`config.mk`:
```
export PLATFORM = sky130hd
export DESIGN_NAME = nfh_host
export DESIGN_NICKNAME = d
export VERILOG_FILES = /design/src/verilog/nfh_pkg.sv /design/src/verilog/nfh_host.sv
export SDC_FILE = /design/constraint.sdc
export NUM_CORES = 1
export LEC_CHECK = 0
export ABC_AREA = 1
export BUFFER_PORTS_ARGS = -buffer_cell sky130_fd_sc_hd__buf_4
export CORE_MARGIN = 4
export CORE_UTILIZATION = 40
export DETAILED_ROUTE_END_ITERATION = 16
export GPL_ROUTABILITY_DRIVEN = 0
export PLACE_DENSITY_LB_ADDON = 0.25
export SLEW_MARGIN = 15
export SYNTH_ARGS = -nofsm -noshare
export SYNTH_HDL_FRONTEND = slang
export SYNTH_SLANG_ARGS = --single-unit
```
`constraint.sdc`:
```
create_clock -name clk -period 2.27 [get_ports clk]
set_clock_uncertainty 0.1 [all_clocks]
set_input_delay 0 -clock clk [delete_from_list [all_inputs] [get_ports clk]]
set_output_delay 0 -clock clk [all_outputs]
set_load 0.1 [all_outputs]
```
`src/verilog/nfh_pkg.sv`:
```
// Purpose: shared constants and types of the flash program/erase host engine
// Assumes: byte-wide multiplexed flash port, 100 MHz system clock
// Notes:   status bit positions follow the device's read-status byte
`default_nettype none
package nfh_pkg;
  localparam logic [7:0] CMD_READ          = 8'h00;
  localparam logic [7:0] CMD_SERIAL_IN     = 8'h80;
  localparam logic [7:0] CMD_RANDOM_IN     = 8'h85;
  localparam logic [7:0] CMD_PROG_CONFIRM  = 8'h10;
  localparam logic [7:0] CMD_CACHE_PROG    = 8'h15;
  localparam logic [7:0] CMD_COPY_READ     = 8'h35;
  localparam logic [7:0] CMD_ERASE_SETUP   = 8'h60;
  localparam logic [7:0] CMD_ERASE_CONFIRM = 8'hd0;
  localparam logic [7:0] CMD_READ_STATUS   = 8'h70;
  localparam logic [7:0] CMD_SET_FEATURE   = 8'hef;
  localparam logic [7:0] FEAT_OTP_ADDR     = 8'h90;
  localparam logic [7:0] FEAT_OTP_EXIT     = 8'h00;
  localparam logic [7:0] FEAT_OTP_ENTER    = 8'h01;
  localparam logic [7:0] FEAT_OTP_PROTECT  = 8'h03;
  localparam int status_pass_fail_bit    = 0;
  localparam int status_array_ready_bit  = 5;
  localparam int status_cache_ready_bit  = 6;
  localparam int CLK_PERIOD_NS = 10;
  localparam int STROBE_NS     = 25;
  localparam int WB_NS         = 100;
  localparam int STROBE_CYC    = (STROBE_NS + CLK_PERIOD_NS - 1) / CLK_PERIOD_NS;
  localparam int WB_CYC        = (WB_NS + CLK_PERIOD_NS - 1) / CLK_PERIOD_NS;
  localparam int SYNC_STAGES   = 2;
  localparam int RD_LOW_CYC    = STROBE_CYC + SYNC_STAGES + 1;
  localparam logic [11:0] PAGE_BYTES    = 12'h840;
  localparam logic [7:0]  OTP_LAST_PAGE = 8'h1d;
  localparam int PAGE_BITS = 6;

  typedef enum logic [3:0] {
    OP_PROGRAM, OP_RANDOM_IN, OP_CONFIRM, OP_CACHE_CONFIRM, OP_COPY_READ, OP_COPY_PROGRAM,
    OP_READ_OUT, OP_ERASE, OP_OTP_ENTER, OP_OTP_EXIT, OP_OTP_PROTECT
  } nfhOp_t;

  typedef struct packed {
    nfhOp_t      op;
    logic [15:0] col;
    logic [15:0] row;
    logic [11:0] len;
  } nfhReq_t;

  typedef struct packed {
    logic       refused;
    logic       fail;
    logic [7:0] status;
  } nfhResp_t;

  typedef struct packed {
    logic       cle;
    logic       ale;
    logic       weN;
    logic       reN;
    logic       ceN;
    logic       oe;
    logic [7:0] data;
  } nfhPins_t;

  typedef struct packed {
    logic [7:0] cmd1;
    logic [2:0] nAddr;
    logic [1:0] addrBase;
    logic       feat;
    logic       write;
    logic       read;
    logic       hasCmd2;
    logic [7:0] cmd2;
    logic       busy;
  } nfhOpInfo_t;

  function automatic nfhOpInfo_t nfhDecode(input nfhOp_t op);
    nfhOpInfo_t d;
    d = '{cmd1: CMD_READ, nAddr: 3'h0, addrBase: 2'h0, feat: 1'b0, write: 1'b0, read: 1'b0,
          hasCmd2: 1'b0, cmd2: CMD_READ, busy: 1'b0};
    case (op)
      OP_PROGRAM:       begin d.cmd1 = CMD_SERIAL_IN; d.nAddr = 3'h4; d.write = 1'b1; end
      OP_RANDOM_IN:     begin d.cmd1 = CMD_RANDOM_IN; d.nAddr = 3'h2; d.write = 1'b1; end
      OP_CONFIRM:       begin d.cmd1 = CMD_PROG_CONFIRM; d.busy = 1'b1; end
      OP_CACHE_CONFIRM: begin d.cmd1 = CMD_CACHE_PROG; d.busy = 1'b1; end
      OP_COPY_READ:     begin d.nAddr = 3'h4; d.hasCmd2 = 1'b1; d.cmd2 = CMD_COPY_READ; d.busy = 1'b1; end
      OP_COPY_PROGRAM:  begin d.cmd1 = CMD_RANDOM_IN; d.nAddr = 3'h4; d.write = 1'b1; end
      OP_READ_OUT:      begin d.read = 1'b1; end
      OP_ERASE:         begin
        d.cmd1 = CMD_ERASE_SETUP; d.nAddr = 3'h2; d.addrBase = 2'h2;
        d.hasCmd2 = 1'b1; d.cmd2 = CMD_ERASE_CONFIRM; d.busy = 1'b1;
      end
      default:          begin
        d.cmd1 = CMD_SET_FEATURE; d.nAddr = 3'h1; d.feat = 1'b1; d.write = 1'b1; d.busy = 1'b1;
      end
    endcase
    return d;
  endfunction : nfhDecode
endpackage : nfh_pkg
`default_nettype wire

```
`src/verilog/nfh_host.sv`:
```
// Purpose: host engine driving page program, cache/copy-back program, erase and OTP mode on a flash port
// Assumes: one request at a time; device ready/busy and data pins asynchronous to clk
// Notes:   each request is one command phase; a page program is PROGRAM [RANDOM_IN..] CONFIRM
// Functional notes
// - page program opens with serial-input command, four address bytes, then data
// - while busy only status reads are sent to the device
// - pages within one block are programmed in ascending order
// - cache sequence stays in one block and ends with normal confirm
// - copy-back program sends destination address, optional reload, then confirm
// - erase sends setup, two row bytes with page bits zero, confirm
// - in OTP mode column bytes and fourth address byte are zero
// - in OTP mode no random input, one program per page, ascending pages
`default_nettype none
module nfh_host
  import nfh_pkg::*;
#(
  parameter int FIFO_DEPTH = 2,
  parameter int FIFO_WIDTH = 8
) (
  // clock and reset
  input  wire logic                  clk,
  input  wire logic                  sys_rst,
  // request and answer
  input  wire nfhReq_t               reqIn,
  input  wire logic                  reqValid,
  output logic                       reqReady,
  output nfhResp_t                   respOut,
  output logic                       respValid,
  // write data stream
  input  wire logic [FIFO_WIDTH-1:0] wrData,
  input  wire logic                  wrValid,
  output logic                       wrReady,
  // read data stream
  output logic [7:0]                 rdData,
  output logic                       rdValid,
  input  wire logic                  rdReady,
  // flash pins
  input  wire logic [7:0]            nandIoIn,
  output logic [7:0]                 nandIoOut,
  output logic                       nandIoOe,
  output logic                       nandCle,
  output logic                       nandAle,
  output logic                       nandWeN,
  output logic                       nandReN,
  output logic                       nandCeN,
  output logic                       nandWpN,
  input  wire logic                  nandRbN
);
  typedef enum logic [10:0] {
    ST_IDLE = 11'h001, ST_CMD = 11'h002, ST_ADDR = 11'h004, ST_WR = 11'h008, ST_RD = 11'h010,
    ST_CMD2 = 11'h020, ST_WB = 11'h040, ST_RB = 11'h080, ST_STAT_CMD = 11'h100,
    ST_STAT_RD = 11'h200, ST_DONE = 11'h400
  } nfhState_t;

  localparam int PW = (FIFO_DEPTH > 1) ? $clog2(FIFO_DEPTH) : 1;

  nfhState_t stateReg, stateNext;
  nfhReq_t   reqReg;
  nfhResp_t  respReg;
  nfhPins_t  pinsReg, pinsNext;
  logic [7:0]  cntReg, cntNext;
  logic        phReg, phNext;
  logic [11:0] beatReg, beatNext;
  logic [7:0]  ioSync1, ioSync2, statusReg, wrByteReg, rdDataReg;
  logic        rbSync1, rbSync2, rdValidReg;
  logic        loadedReg, cachePendReg, otpModeReg, otpLockedReg, havePrevReg;
  logic [9:0]  lastBlockReg;
  logic [5:0]  lastPageReg;
  logic [7:0]  otpNextReg;
  logic [FIFO_WIDTH-1:0] fifoMem [FIFO_DEPTH];
  logic [PW-1:0] fifoWp, fifoRp;
  logic [PW:0]   fifoCnt;

  // request decode
  nfhOpInfo_t info, inInfo;
  assign info   = nfhDecode(reqReg.op);
  assign inInfo = nfhDecode(reqIn.op);
  wire reqFire  = reqValid && reqReady;
  wire isProg   = reqIn.op == OP_PROGRAM;
  wire [7:0] inPage = reqIn.row[7:0];
  wire sameBlock = reqIn.row[15:PAGE_BITS] == lastBlockReg;
  wire refuseData = (reqIn.op == OP_CONFIRM || reqIn.op == OP_CACHE_CONFIRM) && !loadedReg;
  wire refuseRand = reqIn.op == OP_RANDOM_IN && (!loadedReg || otpModeReg);
  wire refuseOtp  = otpModeReg && isProg
                    && (otpLockedReg || inPage < otpNextReg || inPage > OTP_LAST_PAGE);
  wire refuseSeq  = !otpModeReg && isProg && havePrevReg && sameBlock
                    && reqIn.row[PAGE_BITS-1:0] <= lastPageReg;
  wire refuseCache = cachePendReg && ((isProg && !sameBlock) || reqIn.op == OP_ERASE
                     || reqIn.op == OP_COPY_READ || reqIn.op == OP_COPY_PROGRAM || inInfo.feat);
  wire refuseLen  = inInfo.write && !inInfo.feat && reqIn.len > PAGE_BYTES;
  wire refuseAny  = refuseData || refuseRand || refuseOtp || refuseSeq || refuseCache || refuseLen;
  // taken from the captured request: the request port may already carry the next one
  wire [7:0] featVal = (reqReg.op == OP_OTP_ENTER) ? FEAT_OTP_ENTER :
                       (reqReg.op == OP_OTP_EXIT) ? FEAT_OTP_EXIT : FEAT_OTP_PROTECT;

  // sequencing helpers
  wire tick    = cntReg == 8'h00;
  wire beatEnd = phReg && tick;
  wire rdState = stateReg == ST_RD || stateReg == ST_STAT_RD;
  wire sampleNow = !phReg && tick && rdState;
  wire [7:0] lowLen = rdState ? 8'(RD_LOW_CYC - 1) : 8'(STROBE_CYC - 1);
  nfhState_t afterCmd2, afterData, afterAddr, afterCmd;
  assign afterCmd2 = info.busy ? ST_WB : ST_DONE;
  assign afterData = info.hasCmd2 ? ST_CMD2 : afterCmd2;
  assign afterAddr = info.write ? ST_WR : (info.read ? ST_RD : afterData);
  assign afterCmd  = (info.nAddr != 3'h0) ? ST_ADDR : afterAddr;
  wire fifoValid = fifoCnt != '0;
  wire fifoFull  = fifoCnt == (PW+1)'(FIFO_DEPTH);
  wire wrStart   = stateReg == ST_WR && beatEnd && beatReg < reqReg.len && (info.feat || fifoValid);
  wire fifoPop   = wrStart && !info.feat;
  wire fifoPush  = wrValid && !fifoFull;
  wire rdStart   = stateReg == ST_RD && beatEnd && beatReg < reqReg.len && (!rdValidReg || rdReady);

  // address bytes; OTP forces zero columns and high row, erase zeroes the page bits
  wire [1:0] addrSel = 2'(beatReg[1:0] - 2'h1 + info.addrBase);
  wire [7:0] rowLo = (reqReg.op == OP_ERASE) ? {reqReg.row[7:PAGE_BITS], {PAGE_BITS{1'b0}}} : reqReg.row[7:0];
  wire [7:0] addrByte = info.feat ? FEAT_OTP_ADDR :
                        (otpModeReg && (addrSel != 2'h2)) ? 8'h00 :
                        (addrSel == 2'h0) ? reqReg.col[7:0] :
                        (addrSel == 2'h1) ? reqReg.col[15:8] :
                        (addrSel == 2'h2) ? rowLo : reqReg.row[15:8];

  always_comb begin
    stateNext = stateReg;
    cntNext   = cntReg;
    phNext    = phReg;
    beatNext  = beatReg;
    if (!tick) begin
      cntNext = cntReg - 8'h01;
    end else if (!phReg) begin
      phNext  = 1'b1;
      cntNext = 8'(STROBE_CYC - 1);
    end
    case (stateReg)
      ST_IDLE:     if (reqFire) stateNext = refuseAny ? ST_DONE : ST_CMD;
      ST_CMD:      if (beatEnd && beatReg != 12'h000) stateNext = (info.cmd1 == CMD_READ && info.nAddr == 3'h0
                     && !info.read) ? afterCmd : afterCmd;
      ST_ADDR:     if (beatEnd && beatReg >= {9'h000, info.nAddr}) stateNext = afterAddr;
      ST_WR:       if (beatEnd && beatReg >= reqReg.len) stateNext = afterData;
      ST_RD:       if (beatEnd && beatReg >= reqReg.len && !rdValidReg) stateNext = afterData;
      ST_CMD2:     if (beatEnd && beatReg != 12'h000) stateNext = afterCmd2;
      ST_WB:       if (beatReg == 12'(WB_CYC)) stateNext = ST_RB;
      ST_RB:       if (rbSync2) stateNext = ST_STAT_CMD;
      ST_STAT_CMD: if (beatEnd && beatReg != 12'h000) stateNext = ST_STAT_RD;
      ST_STAT_RD:  if (beatEnd && beatReg != 12'h000 && statusReg[status_cache_ready_bit])
                     stateNext = ST_DONE;
      default:     stateNext = ST_IDLE;
    endcase
    if (stateNext != stateReg) begin
      phNext   = 1'b1;
      cntNext  = 8'h00;
      beatNext = 12'h000;
    end else if (stateReg == ST_WB) begin
      beatNext = beatReg + 12'h001;
    end else if (beatEnd && (wrStart || rdStart
                 || ((stateReg == ST_CMD || stateReg == ST_CMD2 || stateReg == ST_STAT_CMD) && beatReg == 12'h000)
                 || (stateReg == ST_ADDR && beatReg < {9'h000, info.nAddr}) || stateReg == ST_STAT_RD)) begin
      phNext   = 1'b0;
      cntNext  = lowLen;
      beatNext = beatReg + 12'h001;
    end
  end

  // pin drive, registered
  wire weState = stateReg == ST_CMD || stateReg == ST_ADDR || stateReg == ST_WR
                 || stateReg == ST_CMD2 || stateReg == ST_STAT_CMD;
  wire cleState = stateReg == ST_CMD || stateReg == ST_CMD2 || stateReg == ST_STAT_CMD;
  assign pinsNext.cle  = cleState;
  assign pinsNext.ale  = stateReg == ST_ADDR;
  assign pinsNext.weN  = !(weState && !phNext);
  assign pinsNext.reN  = !(rdState && !phNext);
  assign pinsNext.ceN  = stateReg == ST_IDLE;
  assign pinsNext.oe   = weState;
  assign pinsNext.data = (stateReg == ST_CMD) ? info.cmd1 : (stateReg == ST_CMD2) ? info.cmd2 :
                         (stateReg == ST_STAT_CMD) ? CMD_READ_STATUS :
                         (stateReg == ST_ADDR) ? addrByte : wrByteReg;

  always_ff @(posedge clk) begin
    ioSync1 <= nandIoIn;
    ioSync2 <= ioSync1;
    rbSync1 <= nandRbN;
    rbSync2 <= rbSync1;
  end

  always_ff @(posedge clk) begin
    if (sys_rst) begin
      stateReg <= ST_IDLE;
      cntReg   <= 8'h00;
      phReg    <= 1'b1;
      beatReg  <= 12'h000;
      pinsReg  <= '{cle: 1'b0, ale: 1'b0, weN: 1'b1, reN: 1'b1, ceN: 1'b1, oe: 1'b0, data: 8'h00};
    end else begin
      stateReg <= stateNext;
      cntReg   <= cntNext;
      phReg    <= phNext;
      beatReg  <= beatNext;
      pinsReg  <= pinsNext;
    end
  end

  // request capture and answer
  always_ff @(posedge clk) begin
    if (sys_rst) begin
      reqReg  <= '0;
      respReg <= '0;
    end else if (reqFire) begin
      reqReg  <= reqIn;
      respReg <= '0;
      if (inInfo.feat) reqReg.len <= 12'h001;
      if (refuseAny) respReg.refused <= 1'b1;
    end else if (sampleNow && stateReg == ST_STAT_RD) begin
      respReg.status <= ioSync2;
      respReg.fail   <= ioSync2[status_pass_fail_bit];
    end
  end

  always_ff @(posedge clk) begin
    if (sys_rst) statusReg <= 8'h00;
    else if (stateReg == ST_STAT_CMD) statusReg <= 8'h00;
    else if (sampleNow && stateReg == ST_STAT_RD) statusReg <= ioSync2;
  end

  // load, cache and OTP bookkeeping
  always_ff @(posedge clk) begin
    if (sys_rst) begin
      loadedReg <= 1'b0; cachePendReg <= 1'b0; otpModeReg <= 1'b0; otpLockedReg <= 1'b0;
      havePrevReg <= 1'b0; lastBlockReg <= 10'h000; lastPageReg <= 6'h00; otpNextReg <= 8'h00;
    end else if (reqFire && !refuseAny) begin
      case (reqIn.op)
        OP_PROGRAM: begin
          loadedReg    <= reqIn.len != 12'h000;
          havePrevReg  <= !otpModeReg;
          lastBlockReg <= reqIn.row[15:PAGE_BITS];
          lastPageReg  <= reqIn.row[PAGE_BITS-1:0];
          if (otpModeReg) otpNextReg <= inPage + 8'h01;
        end
        OP_RANDOM_IN:     loadedReg <= 1'b1;
        OP_COPY_PROGRAM:  loadedReg <= 1'b1;
        OP_CONFIRM:       begin loadedReg <= 1'b0; cachePendReg <= 1'b0; end
        OP_CACHE_CONFIRM: begin loadedReg <= 1'b0; cachePendReg <= 1'b1; end
        OP_OTP_ENTER:     otpModeReg <= 1'b1;
        OP_OTP_EXIT:      otpModeReg <= 1'b0;
        OP_OTP_PROTECT:   otpLockedReg <= 1'b1;
        default:          loadedReg <= loadedReg;
      endcase
    end
  end

  // two-entry write buffer; wrReady drops when full so the source stalls
  always_ff @(posedge clk) begin
    if (sys_rst) begin
      fifoWp <= '0; fifoRp <= '0; fifoCnt <= '0;
    end else begin
      if (fifoPush) fifoWp <= (fifoWp == PW'(FIFO_DEPTH - 1)) ? '0 : fifoWp + 1'b1;
      if (fifoPop) fifoRp <= (fifoRp == PW'(FIFO_DEPTH - 1)) ? '0 : fifoRp + 1'b1;
      fifoCnt <= fifoCnt + (PW+1)'(fifoPush) - (PW+1)'(fifoPop);
    end
  end
  always_ff @(posedge clk) begin
    if (fifoPush) fifoMem[fifoWp] <= wrData;
  end

  always_ff @(posedge clk) begin
    if (sys_rst) wrByteReg <= 8'h00;
    else if (wrStart) wrByteReg <= info.feat ? featVal : 8'(fifoMem[fifoRp]);
  end

  // read stream: next read strobe waits for rdReady, so no byte is dropped
  always_ff @(posedge clk) begin
    if (sys_rst) begin
      rdValidReg <= 1'b0; rdDataReg <= 8'h00;
    end else if (sampleNow && stateReg == ST_RD) begin
      rdValidReg <= 1'b1; rdDataReg <= ioSync2;
    end else if (rdReady) begin
      rdValidReg <= 1'b0;
    end
  end

  assign reqReady  = stateReg == ST_IDLE;
  assign respValid = stateReg == ST_DONE;
  assign respOut   = respReg;
  assign wrReady   = !fifoFull;
  assign rdData    = rdDataReg;
  assign rdValid   = rdValidReg;
  assign nandIoOut = pinsReg.data;
  assign nandIoOe  = pinsReg.oe;
  assign nandCle   = pinsReg.cle;
  assign nandAle   = pinsReg.ale;
  assign nandWeN   = pinsReg.weN;
  assign nandReN   = pinsReg.reN;
  assign nandCeN   = pinsReg.ceN;
  assign nandWpN   = 1'b1;
endmodule : nfh_host
`default_nettype wire

```
=== Yosys cells after proc, flatten, opt, wreduce, memory -nomap -nowiden ===
Memories as Yosys holds them, arrays and structs flattened. A register that Yosys moved wholly into a read port is not among the register bits.
Index checks and enable logic that the tools add are counted.
Widths: inputs -> output; s select.

* Register bits after elaboration: 179
* Bits in writable memories: 16
* Bits of input ports: 70
* Logic and storage cells: 263
* Memories: 1

{| class="wikitable"
|+ Memories
! memory !! words !! bits a word !! rd ports !! clocked after memory_dff !! wr ports !! line !! text
|-
| fifoMem || 2 || 8 || 1 || 1 || 1 || nfh_host.sv:70 || <nowiki>logic [FIFO_WIDTH-1:0] fifoMem [FIFO_DEPTH];</nowiki>
|}

* $add $sub $neg: 9
* Order comparisons: 8
* Equal/unequal tests: 37
* Muxes and demuxes: 62
* Reductions and logical operators: 109

{| class="wikitable"
|+ Operators by type and width
! operator !! number
|-
| $mux 11 || 16
|-
| $mux 8 || 14
|-
| $pmux 11 s10 || 1
|-
| $pmux 8 s6 || 1
|-
| $logic_and 1x1->1 || 38
|-
| $mux 12 || 3
|-
| $eq 4x3->1 const B || 8
|-
| $logic_or 1x1->1 || 26
|-
| $reduce_bool 12->1 || 2
|-
| $eq 4x4->1 const B || 5
|-
| $pmux 9 s2 || 1
|-
| $mux 1 || 17
|-
| $eq 4x2->1 const B || 4
|-
| $reduce_or 2->1 || 8
|-
| $reduce_or 8->1 || 2
|-
| $add 12x1->12 const B || 1
|-
| $eq 12x4->1 const B || 1
|-
| $ge 12x12->1 || 1
|-
| $ge 12x3->1 || 1
|-
| $gt 12x12->1 const B || 1
|-
| $logic_not 12->1 || 1
|-
| $lt 12x12->1 || 1
|-
| $lt 12x3->1 || 1
|-
| $eq 11x1->1 const B || 1
|-
| 43 further kinds || 70
|}

=== Logic depth before layout (Yosys ltp) ===
* Depth in word-level cells: 18
* Mapped depth: 18
* Gate-level depth less buffers: 18

=== Worst setup path after synthesis ===
No wires, ideal clock.

* Path type: register -> output
* Start point: reg stateReg[2]
* End point: out respValid
* Arrival: 3.549 ns
* Data required time: 2.170 ns
* Path slack: -1.379 ns
* Cell stages (with the launch flop): 6
* Path through: dfxtp_1 nor2_2 nand2_1 inv_1 nand2_1 nor4_1

* Word-level cells in the longest chain between the ends: 1

{| class="wikitable"
|+ RTL lines
! item !! line !! text
|-
| from (decl) || nfh_host.sv:57 || <nowiki>nfhState_t stateReg, stateNext;</nowiki>
|-
| from (signal assigned) || nfh_host.sv:193 || <nowiki>stateReg <= stateNext;</nowiki>
|-
| $eq 11x11->1 || nfh_host.sv:280 || <nowiki>assign respValid = stateReg == ST_DONE;</nowiki>
|-
| to (decl) || nfh_host.sv:28 || <nowiki>output logic respValid,</nowiki>
|}

No other way between the ends.

=== Worst setup path after layout ===
* Start point: reg reqReg[45] in the netlist's numbering
* End point: reg cntReg[1]

* Word-level cells in the longest chain between the ends: 12
* Elaborated cells between the ends (all ways): 45

{| class="wikitable"
|+ RTL lines
! item !! line !! text
|-
| from (decl) || nfh_host.sv:58 || <nowiki>nfhReq_t reqReg;</nowiki>
|-
| from (signal assigned) || nfh_host.sv:207 || <nowiki>reqReg <= reqIn;</nowiki>
|-
| branches (longest 12 deep; another with $ge 12x3->1) || n/a ||
|-
| to (signal assigned) || nfh_host.sv:194 || <nowiki>cntReg <= cntNext;</nowiki>
|-
| to (decl) || nfh_host.sv:61 || <nowiki>logic [7:0] cntReg, cntNext;</nowiki>
|}

Parallel ways; which one is timed is not known.
A chain may end at the register's enable or synchronous reset.

==> run metrics <==
status finished with violations; failing checks negative setup slack; most common cell after layout, fill and taps aside nand2_1; Post-synth EDFFs 16; RR Startpoint reqReg[45]; share of layout cells above drive strength 1 0.289; Finished Cell Area 0.0134 mm^2; setup violators final 34; setup TNS -1.45 ns; Seq cells post-synth 189; Layout Utilization 0.587; Max Slew Vio Count 0; Yosys warning count 0; CTS clk-pin slew, worst paths 0.07 ns; period utilization 1.04; Worst Path Arrival 2.57 ns; flop2flop setup slack -0.08 ns; Clock Sinks approximately 190; CP endpoint kind register; port bufs 105; Root Driver clkbuf_16; RSZ-0062 raised after global routing yes; via count 9405; Min Hold Slack between 0.1 and 0.15 ns; TritonCTS Buffers 17; clock latency at the later pin of the worst-skew pair around 0.45 ns; global route overflow 0; minimum clock period 2.35 ns; Initial DRC Count 651; Worst EP required 2.49 ns; final setup margin -0.0828 ns; Top FF cell, synth dfxtp_1; Core Box Area approximately 0.023 mm^2; Placed Area 0.0112 mm^2; routed vias/inst 4.97; first drt pass iteration count 6; Final ANT Viol Nets 0; Avg WL per Cell 15.1 um; Max Fclk 425 MHz; vias in the first global route 8832; Routed WL roughly 29000 um; synthesized area 0.00938 mm^2; critical path type reg -> reg; pwr dens 773 mW/mm^2; Die Wd 161 um; total of max-cap violations 0; ant diodes 0; Syn-to-layout area delta 43.0%; commonest cells after routing, fill and taps aside nand2_1, buf_4, dfxtp_1, nor2_1, inv_1; Die Y 161 um; crit start category register; slowest cell on the critical path dfxtp_4; # DRC 0; initial core utilization 0.411; final net count 1673; worst hold path class in -> reg; Die ar. 0.0260 mm^2; GRT Total Usage 0.207; Std-Cell Rows 55; largest net degree at the start of global routing 41; cell mode on critical path nand2_2; crit-path cells nand2_4 -> nor3_4 -> a21oi_2 -> ha_1 -> inv_1 -> o21bai_1 -> nand2_1 -> nand4_1 -> nand2_2 -> nand2_2 -> inv_2 -> nor3_4 -> nand4_2 -> nand2_2 -> buf_12 -> a21oi_1; final hold violation count 0; worst reg-to-reg path cell count 16; Syn Nets about 1400; leakage power 5.84 nW; Hold Startpoint nandIoIn[3]; Synth async-reset ratio 0; Hold Path Depth 2; R2R Path End cntReg[1]; peak fanout along the critical path 14; DP HPWL about 20000 um; IO Pins 107; post-synthesis cell count 1280; peak supply drop roughly 0.00060 V; Min-Delay Endpoint ioSync1[3]; distinct cell type count after synthesis 55; initial antenna violation count 0; Post-Syn Area per Cell between 7 and 8 um^2; post-synthesis sequential area ratio 0.420; CTS tree yes; CTS H-tree lvls 4; Crit path largest cell delay between 0.3 and 0.4 ns; first-pass GRT wire length 43600 um; CTS Buffer Depth 2; Place WS -0.130 ns
how the worst max path moves through the flow:
stage / start / endpoint / depth (start not counted)
3_5_place_dp: reqReg[11] / fifoCnt[1] / 15
3_3_place_gp: reqReg[44] / cntReg[6] / 16
2_1_floorplan: reqReg[7] / fifoCnt[1] / 17
5_1_grt: reqReg[45] / cntReg[1] / 16
6_report: reqReg[45] / cntReg[1] / 16
4_1_cts: reqReg[11] / fifoCnt[1] / 15
through the flow:
stage          power (mW)  cells
2_1_floorplan        5.73   1280
5_1_grt              10.9   1891
3_3_place_gp         6.63   1757
4_1_cts              10.0   1877
6_report             10.4   1891
3_5_place_dp         6.65   1757
synthesized netlist by cell type, drive strengths merged, types with 9 or more instances:
master / n / area [um^2]
dfxtp: 173 / 3460
buf: 16 / 105
xor2: 15 / 131
nor3: 32 / 198
nand4: 14 / 100
ha: 38 / 475
nand2: 283 / 1110
o21ai: 79 / 410
nor2: 173 / 719
xnor2: 9 / 78.8
clkbuf: 17 / 63.8
a21oi: 115 / 617
edfxtp: 16 / 480
nand3: 83 / 430
inv: 165 / 624
area by class of cell:
| class | instances | area, um^2 |
|---|---|---|
| multi-input combinational | 891 | 5230 |
| fill | 2102 | 9430 |
| clock buffer | 17 | 425 |
| inverter | 167 | 634 |
| timing repair buffer | 299 | 2550 |
| tap | 313 | 392 |
| sequential | 189 | 3980 |
| clock inverter | 15 | 205 |
cell families (layout without fill, tap and decap cells):
group	count (synthesis)	after routing	share of synthesized area
xor+xnor	24	24	0.0224
buf+inv	200	498	0.0853
simple gates	603	603	0.287
compound gates	225	225	0.134
other cells	1	1	0.000400
fa+ha+maj	38	38	0.0507
flops	189	189	0.420
sequential cells by signal (all words and copies together) (netlist names), 2 cells and up, named ones only:
name,cells
reqReg,48
fifoMem,16
beatReg,12
stateReg,11
lastBlockReg,10
respOut,9
cntReg,8
ioSync1,8
ioSync2,8
nandIoOut,8
otpNextReg,8
rdData,8
wrByteReg,8
lastPageReg,6
fifoCnt,2
report_power, final:
part / switching, mW / total [mW] / internal, mW
combinational: 2.01 / 3.43 / 1.42
sequential: 0.138 / 3.72 / 3.58
clock: 1.45 / 3.23 / 1.78
repair_timing:
action,4_1_cts,5_1_grt
hold buffers,69,0
endpoints found under the hold margin,113,0
pin swaps,9,61
resized for setup,17,139
endpoints found under the setup margin,30,71
setup buffers,19,11
cloned,0,5
layer usage:
metal / track usage / wire length (um) / up-vias
met5: 0 / 0 / -
met2: 0.355 / 13900 / 292
li1: - / - / 4733
met4: 0.0795 / 924 / 0
met3: 0.0337 / 1370 / 58
met1: 0.262 / 12300 / 4322
critical path, delay by kind of cell, from the launching register on:
| kind | cells | cell delay (ns) |
|---|---|---|
| buffers and inverters | 3 | 0.25 |
| DFF | 1 | 0.38 |
| AOI/OAI and AO/OA | 3 | 0.21 |
| and+or+nand+nor | 9 | 1.00 |
| adders and majority gates | 1 | 0.29 |
Note: power is estimated with default switching activity, not from simulation.
